**config.mk**
```make
export PLATFORM = sky130hd
export DESIGN_NAME = rft_config
export DESIGN_NICKNAME = d
export VERILOG_FILES = /design/src/hw/rft_config.v
export VERILOG_INCLUDE_DIRS = /design/src /design/src/hw
export SDC_FILE = /design/constraint.sdc
export NUM_CORES = 1
export LEC_CHECK = 0
export BUFFER_PORTS_ARGS = -buffer_cell sky130_fd_sc_hd__buf_4
export CAP_MARGIN = 30
export CORE_MARGIN = 10
export CORE_UTILIZATION = 30
export CTS_CLUSTER_SIZE = 40
export DETAILED_ROUTE_END_ITERATION = 8
export HOLD_SLACK_MARGIN = 0.1
export PLACE_DENSITY_LB_ADDON = 0.05
export SYNTH_ARGS = -nofsm -noshare
export SYNTH_HDL_FRONTEND = slang
export SYNTH_SLANG_ARGS = --single-unit
```
**constraint.sdc**
```tcl
create_clock -name clk -period 1.2 [get_ports clk]
set_input_delay 0.06 -clock clk [delete_from_list [all_inputs] [get_ports clk]]
set_output_delay 0.06 -clock clk [all_outputs]
set_load 0.03 [all_outputs]
```
**src/hw/rft_regs.vh**
```
// Register map and field layout of the pin-0 and RX FIFO threshold registers.
// Assumes it is included by bare name from the register bank module.
`ifndef RFT_REGS_VH
`define RFT_REGS_VH

// ==================================================
// Addresses and access modes
`define RFT_ADDR_PIN0_CFG 6'h02
`define RFT_ADDR_THR_CFG 6'h03
`define RFT_ACC_BURST_BIT 6
`define RFT_ACC_READ_BIT 7
`define RFT_HDR_ADDR_HI 5
`define RFT_HDR_ADDR_LO 0
`define RFT_ADDR_STEP 6'h01

// ==================================================
// Reset values
`define RFT_RST_PIN0_CFG 8'h3F
`define RFT_RST_THR_CFG 8'h07

// ==================================================
// Field positions
`define RFT_VENDOR_BIT 7
`define RFT_INV_BIT 6
`define RFT_SEL_HI 5
`define RFT_SEL_LO 0
`define RFT_KEEP_BIT 6
`define RFT_ATT_HI 5
`define RFT_ATT_LO 4
`define RFT_LIM_HI 3
`define RFT_LIM_LO 0
`define RFT_LIM_STEP 8'h04

// ==================================================
// Wake-up tuning words
`define RFT_TW1_CLR 8'h31
`define RFT_TW2_CLR 8'h88
`define RFT_TW1_SET 8'h35
`define RFT_TW2_SET 8'h81

// Clock-out select code (crystal clock divided by 192)
`define RFT_SEL_XOSC_DIV 6'h3F
`define RFT_XOSC_DIV 8'd192

`endif

```
**src/hw/rft_config.v**
```verilog
// Register bank for pin-0 output routing and RX FIFO threshold settings.
// Assumes an SPI byte front end that presents decoded header and data bytes
// synchronous to clk, and a FIFO that reports its byte count.
`timescale 1ns/1ps
`include "rft_regs.vh"

// Functional notes
// - Bit 6 of pin-0 config inverts the routed pin signal; resets zero.
// - Bits 5:0 select the pin-0 source; reset 63 gives crystal clock over 192.
// - Wake applies tuning 0x31/0x88 when keep bit clear, 0x35/0x81 when set.
// - Wake tuning values stay inside analogue path; test register reads unaffected.
// - Bits 5:4 choose close-in attenuation 0, 6, 12 or 18 dB; reset 00.
// - Bits 3:0 give threshold 4*(n+1) bytes; reset 7 means 32 bytes.
// - Threshold condition compares FIFO byte count with selected threshold.
module rft_config #(
   parameter CNT_W = 7, // Width of FIFO byte count
   parameter SRC_N = 64 // Number of selectable pin sources
) (
   clk, // 100 MHz clock
   resetn, // Async active-low reset
   spi_hdr_valid, // Header byte strobe
   spi_hdr, // Header byte: R/W, burst, address
   spi_wr_valid, // Write data byte strobe
   spi_wr_data, // Write data byte
   spi_rd_req, // Read data byte request
   spi_rd_data, // Read data byte
   spi_rd_valid, // Read data ready pulse
   pin_sources, // Internal signals selectable for pin 0
   xosc_clk_div, // Crystal clock divided down
   wake_pulse, // Pulse on wake from sleep
   fifo_count, // RX FIFO byte count
   gen_out_pin0, // Pin 0 level
   atten_code, // Close-in attenuation code
   tuning_word_one, // Analogue-side tuning word one
   tuning_word_two, // Analogue-side tuning word two
   fill_level_hit // Threshold condition
);
   input wire clk;
   input wire resetn;
   input wire spi_hdr_valid;
   input wire [7:0] spi_hdr;
   input wire spi_wr_valid;
   input wire [7:0] spi_wr_data;
   input wire spi_rd_req;
   output reg [7:0] spi_rd_data;
   output reg spi_rd_valid;
   input wire [SRC_N-1:0] pin_sources;
   input wire xosc_clk_div;
   input wire wake_pulse;
   input wire [CNT_W-1:0] fifo_count;
   output reg gen_out_pin0;
   output reg [1:0] atten_code;
   output reg [7:0] tuning_word_one;
   output reg [7:0] tuning_word_two;
   output reg fill_level_hit;

   // ==================================================
   // Reset synchroniser
   reg rst_s1_r;
   reg rst_s2_r;
   wire rst_n;

   // Release through two flops so no flop leaves reset on a ragged edge
   always @(posedge clk or negedge resetn) begin
      if (!resetn) begin
         rst_s1_r <= 1'b0;
         rst_s2_r <= 1'b0;
      end else begin
         rst_s1_r <= 1'b1;
         rst_s2_r <= rst_s1_r;
      end
   end
   assign rst_n = rst_s2_r;

   // ==================================================
   // Access decode
   reg [5:0] addr_r;
   reg burst_r;
   reg [7:0] pin0_output_config_r;
   reg [7:0] rx_fifo_threshold_config_r;
   reg [5:0] addr_nxt;
   reg [7:0] rd_nxt;
   wire [5:0] hdr_addr_w;

   // Only the address and burst fields of the header matter; direction comes from the strobes
   assign hdr_addr_w = spi_hdr[`RFT_HDR_ADDR_HI:`RFT_HDR_ADDR_LO];

   // Burst steps through the address, so a two-byte burst covers both registers
   always @* begin
      addr_nxt = addr_r;
      if (spi_hdr_valid)
         addr_nxt = hdr_addr_w;
      else if (burst_r && (spi_wr_valid || spi_rd_req))
         addr_nxt = addr_r + `RFT_ADDR_STEP;
   end

   // Read mux; other addresses belong to other banks and read zero here
   always @* begin
      rd_nxt = 8'h00;
      case (addr_r)
         `RFT_ADDR_PIN0_CFG: rd_nxt = pin0_output_config_r;
         `RFT_ADDR_THR_CFG: rd_nxt = rx_fifo_threshold_config_r;
         // Tuning word registers live elsewhere; wake values never show here
         default: rd_nxt = 8'h00;
      endcase
   end

   // Write enables, one per register; other addresses are ignored, not flagged
   wire wr_pin0_w;
   wire wr_thr_w;

   assign wr_pin0_w = spi_wr_valid && (addr_r == `RFT_ADDR_PIN0_CFG);
   assign wr_thr_w = spi_wr_valid && (addr_r == `RFT_ADDR_THR_CFG);

   // Header capture; the burst flag lives until the next header
   always @(posedge clk or negedge rst_n) begin
      if (!rst_n) begin
         addr_r <= 6'h00;
         burst_r <= 1'b0;
      end else begin
         addr_r <= addr_nxt;
         if (spi_hdr_valid)
            burst_r <= spi_hdr[`RFT_ACC_BURST_BIT];
      end
   end

   // Register writes; bit 7 is stored as written, the host owns its value
   always @(posedge clk or negedge rst_n) begin
      if (!rst_n) begin
         pin0_output_config_r <= `RFT_RST_PIN0_CFG;
         rx_fifo_threshold_config_r <= `RFT_RST_THR_CFG;
      end else begin
         if (wr_pin0_w)
            pin0_output_config_r <= spi_wr_data;
         if (wr_thr_w)
            rx_fifo_threshold_config_r <= spi_wr_data;
      end
   end

   // Read return; data holds until the next read so a slow host can still take it
   always @(posedge clk or negedge rst_n) begin
      if (!rst_n) begin
         spi_rd_data <= 8'h00;
         spi_rd_valid <= 1'b0;
      end else begin
         spi_rd_valid <= spi_rd_req;
         if (spi_rd_req)
            spi_rd_data <= rd_nxt;
      end
   end

   // ==================================================
   // Pin 0 routing and threshold compare
   // One spare bit on the compare width so neither side is ever cut
   localparam CMP_W = ((CNT_W > 8) ? CNT_W : 8) + 1;
   wire [5:0] sel_w;
   wire inv_w;
   wire src_w;
   wire [3:0] lim_code_w;
   wire [7:0] lim_bytes_w;
   wire [CMP_W-1:0] count_ext_w;
   wire [CMP_W-1:0] lim_ext_w;

   // Field slices of the two registers
   assign sel_w = pin0_output_config_r[`RFT_SEL_HI:`RFT_SEL_LO];
   assign inv_w = pin0_output_config_r[`RFT_INV_BIT];
   assign lim_code_w = rx_fifo_threshold_config_r[`RFT_LIM_HI:`RFT_LIM_LO];
   // Code 63 is the divided crystal clock; index the bus otherwise
   assign src_w = (sel_w == `RFT_SEL_XOSC_DIV) ? xosc_clk_div : pin_sources[sel_w];
   // Threshold is 4*(n+1) bytes, so 4 to 64; the step is added after the shift
   assign lim_bytes_w = {2'b00, lim_code_w, 2'b00} + `RFT_LIM_STEP;
   // Zero-extend both sides so a wider byte count still compares correctly
   assign count_ext_w = {{(CMP_W-CNT_W){1'b0}}, fifo_count};
   assign lim_ext_w = {{(CMP_W-8){1'b0}}, lim_bytes_w};

   // Output flops; pin lags its source by one cycle
   always @(posedge clk or negedge rst_n) begin
      if (!rst_n) begin
         gen_out_pin0 <= 1'b0;
         atten_code <= 2'b00;
         fill_level_hit <= 1'b0;
      end else begin
         gen_out_pin0 <= src_w ^ inv_w;
         atten_code <= rx_fifo_threshold_config_r[`RFT_ATT_HI:`RFT_ATT_LO];
         fill_level_hit <= (count_ext_w >= lim_ext_w);
      end
   end

   // ==================================================
   // Wake-up tuning words, analogue side only, never on the read path
   reg [7:0] tw_one_nxt;
   reg [7:0] tw_two_nxt;
   wire keep_w;

   assign keep_w = rx_fifo_threshold_config_r[`RFT_KEEP_BIT];

   // Words move only on a wake pulse; the keep bit is read at that edge
   always @* begin
      tw_one_nxt = tuning_word_one;
      tw_two_nxt = tuning_word_two;
      if (wake_pulse && keep_w) begin
         tw_one_nxt = `RFT_TW1_SET;
         tw_two_nxt = `RFT_TW2_SET;
      end else if (wake_pulse) begin
         tw_one_nxt = `RFT_TW1_CLR;
         tw_two_nxt = `RFT_TW2_CLR;
      end
   end

   // Reset matches the keep-clear pair, as after a cold start
   always @(posedge clk or negedge rst_n) begin
      if (!rst_n) begin
         tuning_word_one <= `RFT_TW1_CLR;
         tuning_word_two <= `RFT_TW2_CLR;
      end else begin
         tuning_word_one <= tw_one_nxt;
         tuning_word_two <= tw_two_nxt;
      end
   end
endmodule

```
### Word-level counts from Yosys, hierarchy flattened

Index checks and enable logic that the tools add are counted.

* bits of input ports: 94
* output and inout bits: 29
* flip-flop bits (word level): 54
* logic and storage cells: 38

* $add $sub $neg: 2
* bitwise operators: 1
* equality and inequality tests: 3
* muxes and demuxes: 10
* reduce and logical (&&, ||, !) cells: 7
* magnitude comparators: 2

Operators by type and width (number)
* 2-to-1 mux 8 bit: 4
* one-hot mux 8 bit (2 select lines): 1
* equality test 6 x 2 -> 1 bit (second input constant): 2
* 2-to-1 mux 6 bit: 2
* adder 6 x 3 -> 7 bit (second input constant): 1
* >= comparator 7 bit: 1
* less-than comparator 6 x 7 -> 1 bit (second input constant): 1
* adder 6 x 1 -> 6 bit (second input constant): 1
* binary-select mux 1 bit (select 6 bit): 1
* equality test 6 bit (second input constant): 1
* logical AND 1 bit: 4
* nonzero test 2 bit: 2
* 2-to-1 mux 1 bit: 2
* logical OR 1 bit: 1
* bitwise XOR 1 bit: 1

### Logic depth before layout (Yosys ltp)

Gate-level depths: netlist of the first run.

* word-level depth: 4
* depth in mapped cells: 8
* mapped depth without buffers: 8

### Worst setup path after synthesis of the first run

No wires, ideal clock.

* path kind: flip-flop to flip-flop
* start: register pin0_output_config_r[0]
* end: register gen_out_pin0
* data required time: 1.120 ns
* path slack: -1.086 ns
* buffers on the path: 1
* setup time: 0.080 ns
* stages on the path, launching flop included: 8
* arrival: 2.206 ns
* clock period less this slack: 2.286 ns
* cell sequence: dfstp_2 -> buf_6 -> mux4_2 -> mux2_2 -> a221o_1 -> a32o_1 -> mux2i_1 -> xnor2_1

* word-level cells in the longest chain between the ends: 4
* elaborated cells on any way between the ends: 5
* those cells by class: eq/ne: 1; mux: 3; bitwise: 1

Ends and longest elaborated chain
* start: declaration: RTL line rft_config.v:79 `reg [7:0] pin0_output_config_r;`
* start signal: assignment: RTL line rft_config.v:130 `` pin0_output_config_r <= `RFT_RST_PIN0_CFG; ``
* start signal: assignment: RTL line rft_config.v:134 `pin0_output_config_r <= spi_wr_data;`
* binary-select mux 1 bit (select 6 bit): RTL line rft_config.v:169 `` assign src_w = (sel_w == `RFT_SEL_XOSC_DIV) ? xosc_clk_div : pin_sources[sel_w]; ``
* 2-to-1 mux 1 bit (not written as such): RTL line rft_config.v:169
* 2-to-1 mux 1 bit (*): RTL line rft_config.v:169
* bitwise XOR 1 bit (*): RTL line rft_config.v:183 `gen_out_pin0 <= src_w ^ inv_w;`
* end signal: assignment: RTL line rft_config.v:183
* end: declaration: RTL line rft_config.v:51 `output reg gen_out_pin0;`

Mark *: on every way between the ends. The rest lies on a longest branch, timed or not. The select of a mux whose other input is x is not followed.
A chain may end at the register's enable or synchronous reset.

### Worst setup path after layout of the first run

Ends and elaborated chain as after synthesis.

==> results.json, run 1 <==
{
  "outcome": "finished with violations",
  "violations": "negative setup slack",
  "synth_area_um2": 2450,
  "finalCritPeriodShare_pct": 196.7,
  "cts_tree": "yes",
  "port_buffers": 108,
  "vias": 2194,
  "dieArea_um2": 12180,
  "antenna_found_initial": 0,
  "worstSetupEndpointType": "flip-flop",
  "hp-class": "in -> reg",
  "core-area_um2": 7848,
  "die_h_um": 110.4,
  "power.density_nw_per_um2": 1500,
  "seq_area_frac_synth_pct": 41.37,
  "fmaxAchievable_mhz": 423.7,
  "tns_ns": -7.216,
  "ys_ff_latch": 40,
  "synth-edff-count": 0,
  "ys_types": 37,
  "finalMaxSlewViolations": 0,
  "finalCriticalPeriod_ns": 2.360,
  "diodes": 0,
  "grt_max_degree": 29,
  "synth.area.top_cells": "dfrtp_1 31%, dfstp_2 11%, mux2_2 10%",
  "drive_above_1_share_pct": 58.67,
  "critical_path.startpoint_type": "flip-flop",
  "final_hold_viol_count": 0,
  "rsz0062_at_grt": "true",
  "ff_latch_area_um2": 1013,
  "netlist_instances": 208,
  "syn_to_final_growth_pct": 68.69,
  "crit_arrival_ns": 2.58,
  "r2r.worst_path.cells": 7,
  "grt.total_usage_pct": 12.59,
  "p_leak_uw": 0.001909,
  "vias_per_cell": 4.600,
  "multiInputGateArea_um2": 1463,
  "ant_nets": 0,
  "clk_pin_slew_ns": 0.09,
  "die_x_um": 110.4,
  "final_area_um2": 4133,
  "wire_per_inst_um": 16.44,
  "yosys_warnings": 0,
  "criticalPathCategory": "reg -> reg",
  "detailedRoute.firstIterationViolations": 46,
  "hpwl_mm": 6.345,
  "avgSynthCellArea_um2": 11.78,
  "holdWs_ns": 0.1353,
  "htree_levels": 2,
  "first_pass_iters": 4,
  "setup_viol": 28,
  "globalRouteOverflowTotal": 0,
  "clock_path_buffers": 2,
  "fin_worst_skew_ns": 0.008249,
  "grt_pass1_vias": 2418,
  "hold_depth": 2,
  "placed_area_um2": 3682,
  "ir_drop_mv": 0.6205,
  "post_cts.repair.setup_buffers": 0,
  "initial_core_util_pct": 31.22,
  "wirelength_mm": 7.841,
  "cp_max_fo": 8,
  "synthDominantCellAreaShare_pct": 30.64,
  "ios": 123,
  "synthTopCellsByCount": "30 x dfrtp_1, 22 x mux2_2, 17 x nand2_1",
  "cts_buffers": 5,
  "place.gp.congestion": 0.7601,
  "async_reset_ff_share_pct": 100.0,
  "cts_sinks": 40,
  "synthFlopType": "dfrtp_1",
  "nets": 476,
  "drc": 0,
  "cp.required_ns": 1.42,
  "drv_cap": 0,
  "synth_top_area_cell": "dfrtp_1",
  "clk_latency_ns": 0.29,
  "rows": 32,
  "setup_ws_ns": -1.160,
  "root_buffer": "clkbuf_8",
  "synth_most_common_cell": "dfrtp_1",
  "nFillCells": 718,
  "grt_pass1_wl_mm": 12.14
}
-- critical path: stages, from the launching register on --
cell and delay [ns]:
dfstp_2 0.58, buf_12 0.13, mux4_2 0.49, mux2_4 0.28, a221o_1 0.31, a32o_1 0.20
mux2i_1 0.16, xnor2_1 0.13
-- cell type report --
type / count / area share, %
sequential: 40 / 24.52
multi-input combinational: 148 / 35.39
clock inverter: 3 / 1.120
inverter: 8 / 0.7266
tap: 102 / 3.088
clock buffer: 5 / 1.665
timing repair buffer: 171 / 33.48
-- per-layer routing --
layer	part of all wire, %	global-route usage (%)
met1	39	14.90
met2	51	22.35
met3	9.3	3.598
met4	0.65	2.202
met5	0	0
-- metrics by stage --
step	util, %	setup slack, ns	total power (µW)	cells
2_1_floorplan	-	-1.064	3872	220
3_3_place_gp	46.92	-1.143	4948	443
3_5_place_dp	46.92	-1.172	4986	443
4_1_cts	52.23	-1.170	6261	479
5_1_grt	52.66	-1.277	6645	477
6_report	52.66	-1.160	6200	477
-- report_power, final --
part | leakage (µW) | internal, µW | switching, µW
Clock | 0.0000548 | 627 | 514
Sequential | 0.000477 | 1760 | 331
Combinational | 0.00138 | 1740 | 1220
-- sequential cells by signal, indices dropped and copies added (netlist names) --
name,cells
rst_s1_r,1
rx_fifo_threshold_config_r,8
burst_r,1
atten_code,2
gen_out_pin0,1
fill_level_hit,1
rst_n,1
addr_r,6
spi_rd_data,8
pin0_output_config_r,8
tuning_word_two,2
spi_rd_valid,1
-- final timing paths --
check	startpoint	endpoint	slack, ns
hold reg to reg	rst_n	spi_rd_valid	0.20
setup reg to reg	pin0_output_config_r[0]	gen_out_pin0	-1.16
min in group asynchronous	rst_n	spi_rd_valid	0.20
setup / recovery	pin0_output_config_r[0]	gen_out_pin0	-1.16
hold / removal	spi_rd_req	spi_rd_valid	0.14
max in group asynchronous	resetn	rst_n	0.45
-- kinds of logic (layout without fill, tap and decap cells) --
family | Yosys count | in the layout | share of synthesized area, %
XOR/XNOR | 8 | 8 | 2.860
multiplexers | 41 | 41 | 26.61
flip-flops | 40 | 40 | 41.37
AND/OR/NAND/NOR | 39 | 39 | 6.998
adder cells (fa/ha/maj) | 8 | 8 | 4.086
buffers and inverters | 32 | 187 | 7.405
other | 2 | 14 | 0.3065
AO/OA/AOI/OAI | 38 | 38 | 10.37
-- timing repair --
action / in CTS / in global routing
endpoints found under the setup margin: 28 / 32
hold endpoints to repair: 29 / 3
hold buffers: 28 / 1
gates cloned: 0 / 0
pin swaps: 7 / 8
resized for setup: 9 / 17
-- placed cells by master (no fill, tap or decap), drive strengths merged, types with 9 or more instances in the layout --
cell type,count
buf,145
nand2,17
dlygate4sd3,26
mux2,22
a21oi,9
dfstp,10
nor2,11
conb,14
mux4,15
dfrtp,30
inv,9
Power figures use the tool's default switching activity.
==> run 2, diff against run 1 <==
--- a/config.mk
+++ b/config.mk
@@ -12,6 +12,7 @@
 export CORE_UTILIZATION = 30
 export CTS_CLUSTER_SIZE = 40
 export DETAILED_ROUTE_END_ITERATION = 8
+export GPL_ROUTABILITY_DRIVEN = 0
 export HOLD_SLACK_MARGIN = 0.1
 export PLACE_DENSITY_LB_ADDON = 0.05
 export SYNTH_ARGS = -nofsm -noshare
==> constraint.sdc (replaced) <==
create_clock -name clk -period 3.1 [get_ports clk]
set_input_delay 0.155 -clock clk [delete_from_list [all_inputs] [get_ports clk]]
set_output_delay 0.155 -clock clk [all_outputs]
set_load 0.03 [all_outputs]
==> results.json, run 2 (synthesis results as in run 1) <==
{
  "vias_per_cell": 4.821,
  "final_hold_viol_count": 0,
  "final_common_cell": "buf_4",
  "power.density_nw_per_um2": 584.4,
  "placed_area_um2": 3297,
  "cts_sinks": 40,
  "cpMaxStageDelayCell": "dfstp_2",
  "postCtsHoldBufs": 14,
  "cp_max_fo": 13,
  "drive_above_1_share_pct": 47.72,
  "dieArea_um2": 12180,
  "multiInputGateArea_um2": 1300,
  "crit_chain": "mux4_1, mux2_2, a221o_1, a32o_1, mux2i_1, xnor2_1",
  "setup_viol": 0,
  "outcome": "complete, no violations",
  "ant_nets": 0,
  "die_h_um": 110.4,
  "dpl.cell_count": 408,
  "cts_buffers": 5,
  "tns_ns": 0,
  "finalCriticalPeriod_ns": 2.558,
  "drc": 0,
  "cts_tree": "yes",
  "globalRouteOverflowTotal": 0,
  "critical_path.startpoint_type": "flip-flop",
  "slowest_delay_ns": 0.76,
  "drv_cap": 0,
  "cts_resized": 0,
  "worst-path-buf-inv": 0,
  "critical-path-top-delay-family": "multiplexers",
  "p_leak_uw": 0.001643,
  "grt_pass1_vias": 2178,
  "diodes": 0,
  "die_x_um": 110.4,
  "ff_latch_area_um2": 1013,
  "hpwl_mm": 6.031,
  "ios": 123,
  "initial_core_util_pct": 31.22,
  "syn_to_final_growth_pct": 44.18,
  "root_buffer": "clkbuf_8",
  "worstSetupEndpointType": "flip-flop",
  "post_cts.repair.setup_buffers": 0,
  "fin_cells": 431,
  "detailedRoute.firstIterationViolations": 54,
  "final_area_um2": 3532,
  "criticalPathCategory": "reg -> reg",
  "fin_worst_skew_ns": 0.007604,
  "crit_arrival_ns": 2.78,
  "clk_pin_slew_ns": 0.08,
  "hp-class": "in -> reg",
  "rsz0062_at_grt": "false",
  "clk_latency_ns": 0.29,
  "ir_drop_mv": 0.2569,
  "vias": 2078,
  "reg_top3": "pin0_output_config_r: 8 flops, rx_fifo_threshold_config_r: 8 flops, spi_rd_data: 8 flops",
  "nets": 430,
  "wirelength_mm": 7.704,
  "grt.total_usage_pct": 12.04,
  "rows": 32,
  "fmaxAchievable_mhz": 390.9,
  "port_buffers": 108,
  "finalCritPeriodShare_pct": 82.52,
  "final_cell_mix": "110 x buf_4, 30 x dfrtp_1, 22 x mux2_2",
  "grt_max_degree": 39,
  "antenna_found_initial": 0,
  "htree_levels": 2,
  "cp.required_ns": 3.32,
  "finalMaxSlewViolations": 0,
  "core-area_um2": 7848,
  "clock_path_buffers": 2,
  "first_pass_iters": 5,
  "grt_pass1_wl_mm": 11.61,
  "nFillCells": 757,
  "wire_per_inst_um": 17.87
}
-- run 2: per-stage QoR --
| step | hold slack [ns] | utilization (%) | total power, µW | setup slack, ns |
|---|---|---|---|---|
| 6_report | 0.1105 | 45.01 | 2064 | 0.5419 |
| 3_3_place_gp | -0.06240 | 42.01 | 1717 | 0.5340 |
| 3_5_place_dp | -0.05954 | 42.01 | 1724 | 0.4899 |
| 4_1_cts | 0.1005 | 44.88 | 2090 | 0.4965 |
| 5_1_grt | 0.1023 | 45.01 | 2215 | 0.3853 |
| 2_1_floorplan | -0.1406 | - | 1450 | 0.8140 |
-- run 2: worst register-to-register path, stage by stage, from the launching register on --
cell,delay (ns)
dfstp_2,0.76
mux4_1,0.60
mux2_2,0.28
a221o_1,0.34
a32o_1,0.20
mux2i_1,0.18
xnor2_1,0.13
-- run 2: routing by layer --
layer	wire [µm]	vias to the layer above	global-route usage, %
met5	0	-	0
met4	63	0	2.752
met3	1026	5	3.889
met2	3420	116	20.20
met1	3193	981	14.69
li1	-	976	-
-- run 2: power breakdown --
part           switching, µW  total [µW]  internal, µW
combinational            354         849           495
sequential               186         869           683
clock                    189         346           157
total                    729        2060          1340
-- run 2: cell type report --
cell class,instances,share of cell area [%]
clock inverters,2,0.3542
inverters,8,0.8502
repair buffers,125,27.63
well taps,102,3.613
multi-input cells,148,36.80
clock buffers,6,2.055
flip-flops and latches,40,28.69
-- run 2: worst paths after layout --
kind                                         start                             to  slack, ns  cells after the start
max                        pin0_output_config_r[0]                   gen_out_pin0       0.54                      6
max in group asynchronous                    rst_n        pin0_output_config_r[4]       2.45                      1
max reg2reg                pin0_output_config_r[0]                   gen_out_pin0       0.54                      6
min reg2reg                                  rst_n                      addr_r[3]       0.29                      1
min                                 spi_wr_data[2]  rx_fifo_threshold_config_r[2]       0.11                      2
min in group asynchronous                   resetn                          rst_n       0.18                      2
==> run 3, diff against run 2 <==
==> constraint.sdc (replaced) <==
create_clock -name clk -period 2.1 [get_ports clk]
set_input_delay 0.105 -clock clk [delete_from_list [all_inputs] [get_ports clk]]
set_output_delay 0.105 -clock clk [all_outputs]
set_load 0.03 [all_outputs]
==> results.json, run 3 (synthesis results as in run 1) <==
{
  "crit_arrival_ns": 2.54,
  "diodes": 0,
  "syn_to_final_growth_pct": 52.35,
  "crit_chain": "buf_6, mux4_2, mux2_4, a221o_1, a32o_1, mux2i_1, xnor2_1",
  "cts_buffers": 5,
  "holdCritStartpoint": "xosc_clk_div",
  "cpMaxStageDelayCell": "dfstp_2",
  "tns_ns": -0.2168,
  "first_pass_iters": 4,
  "violations": "negative setup slack",
  "slowest_delay_ns": 0.59,
  "ant_nets": 0,
  "grt_pass1_vias": 2295,
  "outcome": "finished with violations",
  "htree_levels": 2,
  "cts_tree": "yes",
  "worstReg2RegStart": "pin0_output_config_r[0]",
  "wire_per_inst_um": 16.71,
  "cts_sinks": 40,
  "finalCritPeriodShare_pct": 110.3,
  "rrSetupSlack_ns": -0.22,
  "fmaxAchievable_mhz": 431.6,
  "grt_pass1_wl_mm": 11.70,
  "vias": 2154,
  "setup_ws_ns": -0.2168,
  "die_h_um": 110.4,
  "ir_drop_mv": 0.3817,
  "final_hold_viol_count": 0,
  "final_common_cell": "buf_4",
  "nets": 448,
  "fin_cells": 449,
  "holdWs_ns": 0.1049,
  "criticalPathCategory": "reg -> reg",
  "dieArea_um2": 12180,
  "multiInputGateArea_um2": 1289,
  "grt.total_usage_pct": 12.10,
  "finalMaxSlewViolations": 0,
  "globalRouteOverflowTotal": 0,
  "final_cell_mix": "114 x buf_4, 30 x dfrtp_1, 25 x dlygate4sd3_1",
  "initial_core_util_pct": 31.22,
  "drc": 0,
  "core-area_um2": 7848,
  "clock_path_buffers": 2,
  "fin_util_pct": 47.56,
  "hold_depth": 3,
  "worstSetupEndpointType": "flip-flop",
  "r2r-end": "gen_out_pin0",
  "grt_max_degree": 39,
  "r2r.worst_path.cells": 7,
  "cp.required_ns": 2.33,
  "critical_path.startpoint_type": "flip-flop",
  "setup_viol": 1,
  "power.density_nw_per_um2": 895.0,
  "ios": 123,
  "critical-path-top-delay-family": "multiplexers",
  "finalCriticalPeriod_ns": 2.317,
  "wirelength_mm": 7.501,
  "fin_worst_skew_ns": 0.01107,
  "root_buffer": "clkbuf_8",
  "rows": 32,
  "nFillCells": 782,
  "detailedRoute.firstIterationViolations": 77,
  "p_leak_uw": 0.001743,
  "worst-path-buf-inv": 1,
  "reg_top3": "pin0_output_config_r: 8 flops, rx_fifo_threshold_config_r: 8 flops, spi_rd_data: 8 flops",
  "port_buffers": 108,
  "hpwl_mm": 6.016,
  "power_uw": 3340,
  "cp_max_fo": 4,
  "drv_cap": 0,
  "die_x_um": 110.4,
  "vias_per_cell": 4.797,
  "clk_pin_slew_ns": 0.08,
  "rsz0062_at_grt": "true",
  "clk_latency_ns": 0.30,
  "dpl.cell_count": 413,
  "antenna_found_initial": 0,
  "drive_above_1_share_pct": 49.28,
  "hp-class": "in -> reg",
  "ff_latch_area_um2": 1013,
  "whs_endpoint": "gen_out_pin0"
}
[run 3: how the worst max path moves through the flow]
stage | startpoint | to | slack, ns | cells past startpoint
2_1_floorplan | pin0_output_config_r[0] | gen_out_pin0 | -0.16 | 7
3_3_place_gp | pin0_output_config_r[0] | gen_out_pin0 | -0.31 | 6
3_5_place_dp | pin0_output_config_r[0] | gen_out_pin0 | -0.34 | 6
4_1_cts | pin0_output_config_r[0] | gen_out_pin0 | -0.24 | 7
5_1_grt | pin0_output_config_r[0] | gen_out_pin0 | -0.33 | 7
6_report | pin0_output_config_r[0] | gen_out_pin0 | -0.22 | 7
[run 3: routing by layer]
metal,routed length (µm),global-route usage (%),part of all wire (%),vias to the layer above
met4,91,3.394,1.2,0
met1,3177,14.50,42,1037
met2,3329,20.08,44,105
met3,902,4.295,12,7
li1,-,-,-,1005
met5,0,0,0,-
[run 3: final cells by class]
| cell class | instances | area share [%] |
|---|---|---|
| Clock inverter | 2 | 1.039 |
| Inverter | 8 | 0.8046 |
| Sequential cell | 40 | 27.15 |
| Tap cell | 102 | 3.419 |
| Clock buffer | 6 | 2.213 |
| Multi-Input combinational cell | 148 | 34.53 |
| Timing Repair Buffer | 143 | 30.84 |
[run 3: what timing repair did]
item | 4_1_cts | 5_1_grt
setup endpoints to repair | 1 | 2
gates resized for setup | 11 | 1
hold buffers | 25 | 0
pin swaps | 1 | 1
setup buffers | 3 | 0
hold endpoints to repair | 28 | 0
gates cloned | 0 | 0
[run 3: where the power goes]
group	internal, µW	switching [µW]
clock network	389	279
registers	1010	211
logic	847	608
total	2240	1100
[run 3: through the flow]
| stage | worst slack [ns] | cell area [µm²] |
|---|---|---|
| final | -0.2168 | 3732 |
| after global placement | -0.3113 | 3338 |
| after detailed placement | -0.3372 | 3338 |
| after global routing | -0.3334 | 3732 |
| after floorplan | -0.1636 | 2501 |
| after CTS | -0.2423 | 3732 |
[run 3: worst reg2reg max path, stage by stage (launching register included)]
cell     delay [ns]
dfstp_2        0.59
buf_6          0.11
mux4_2         0.48
mux2_4         0.27
a221o_1        0.31
a32o_1         0.21
mux2i_1        0.16
xnor2_1        0.13
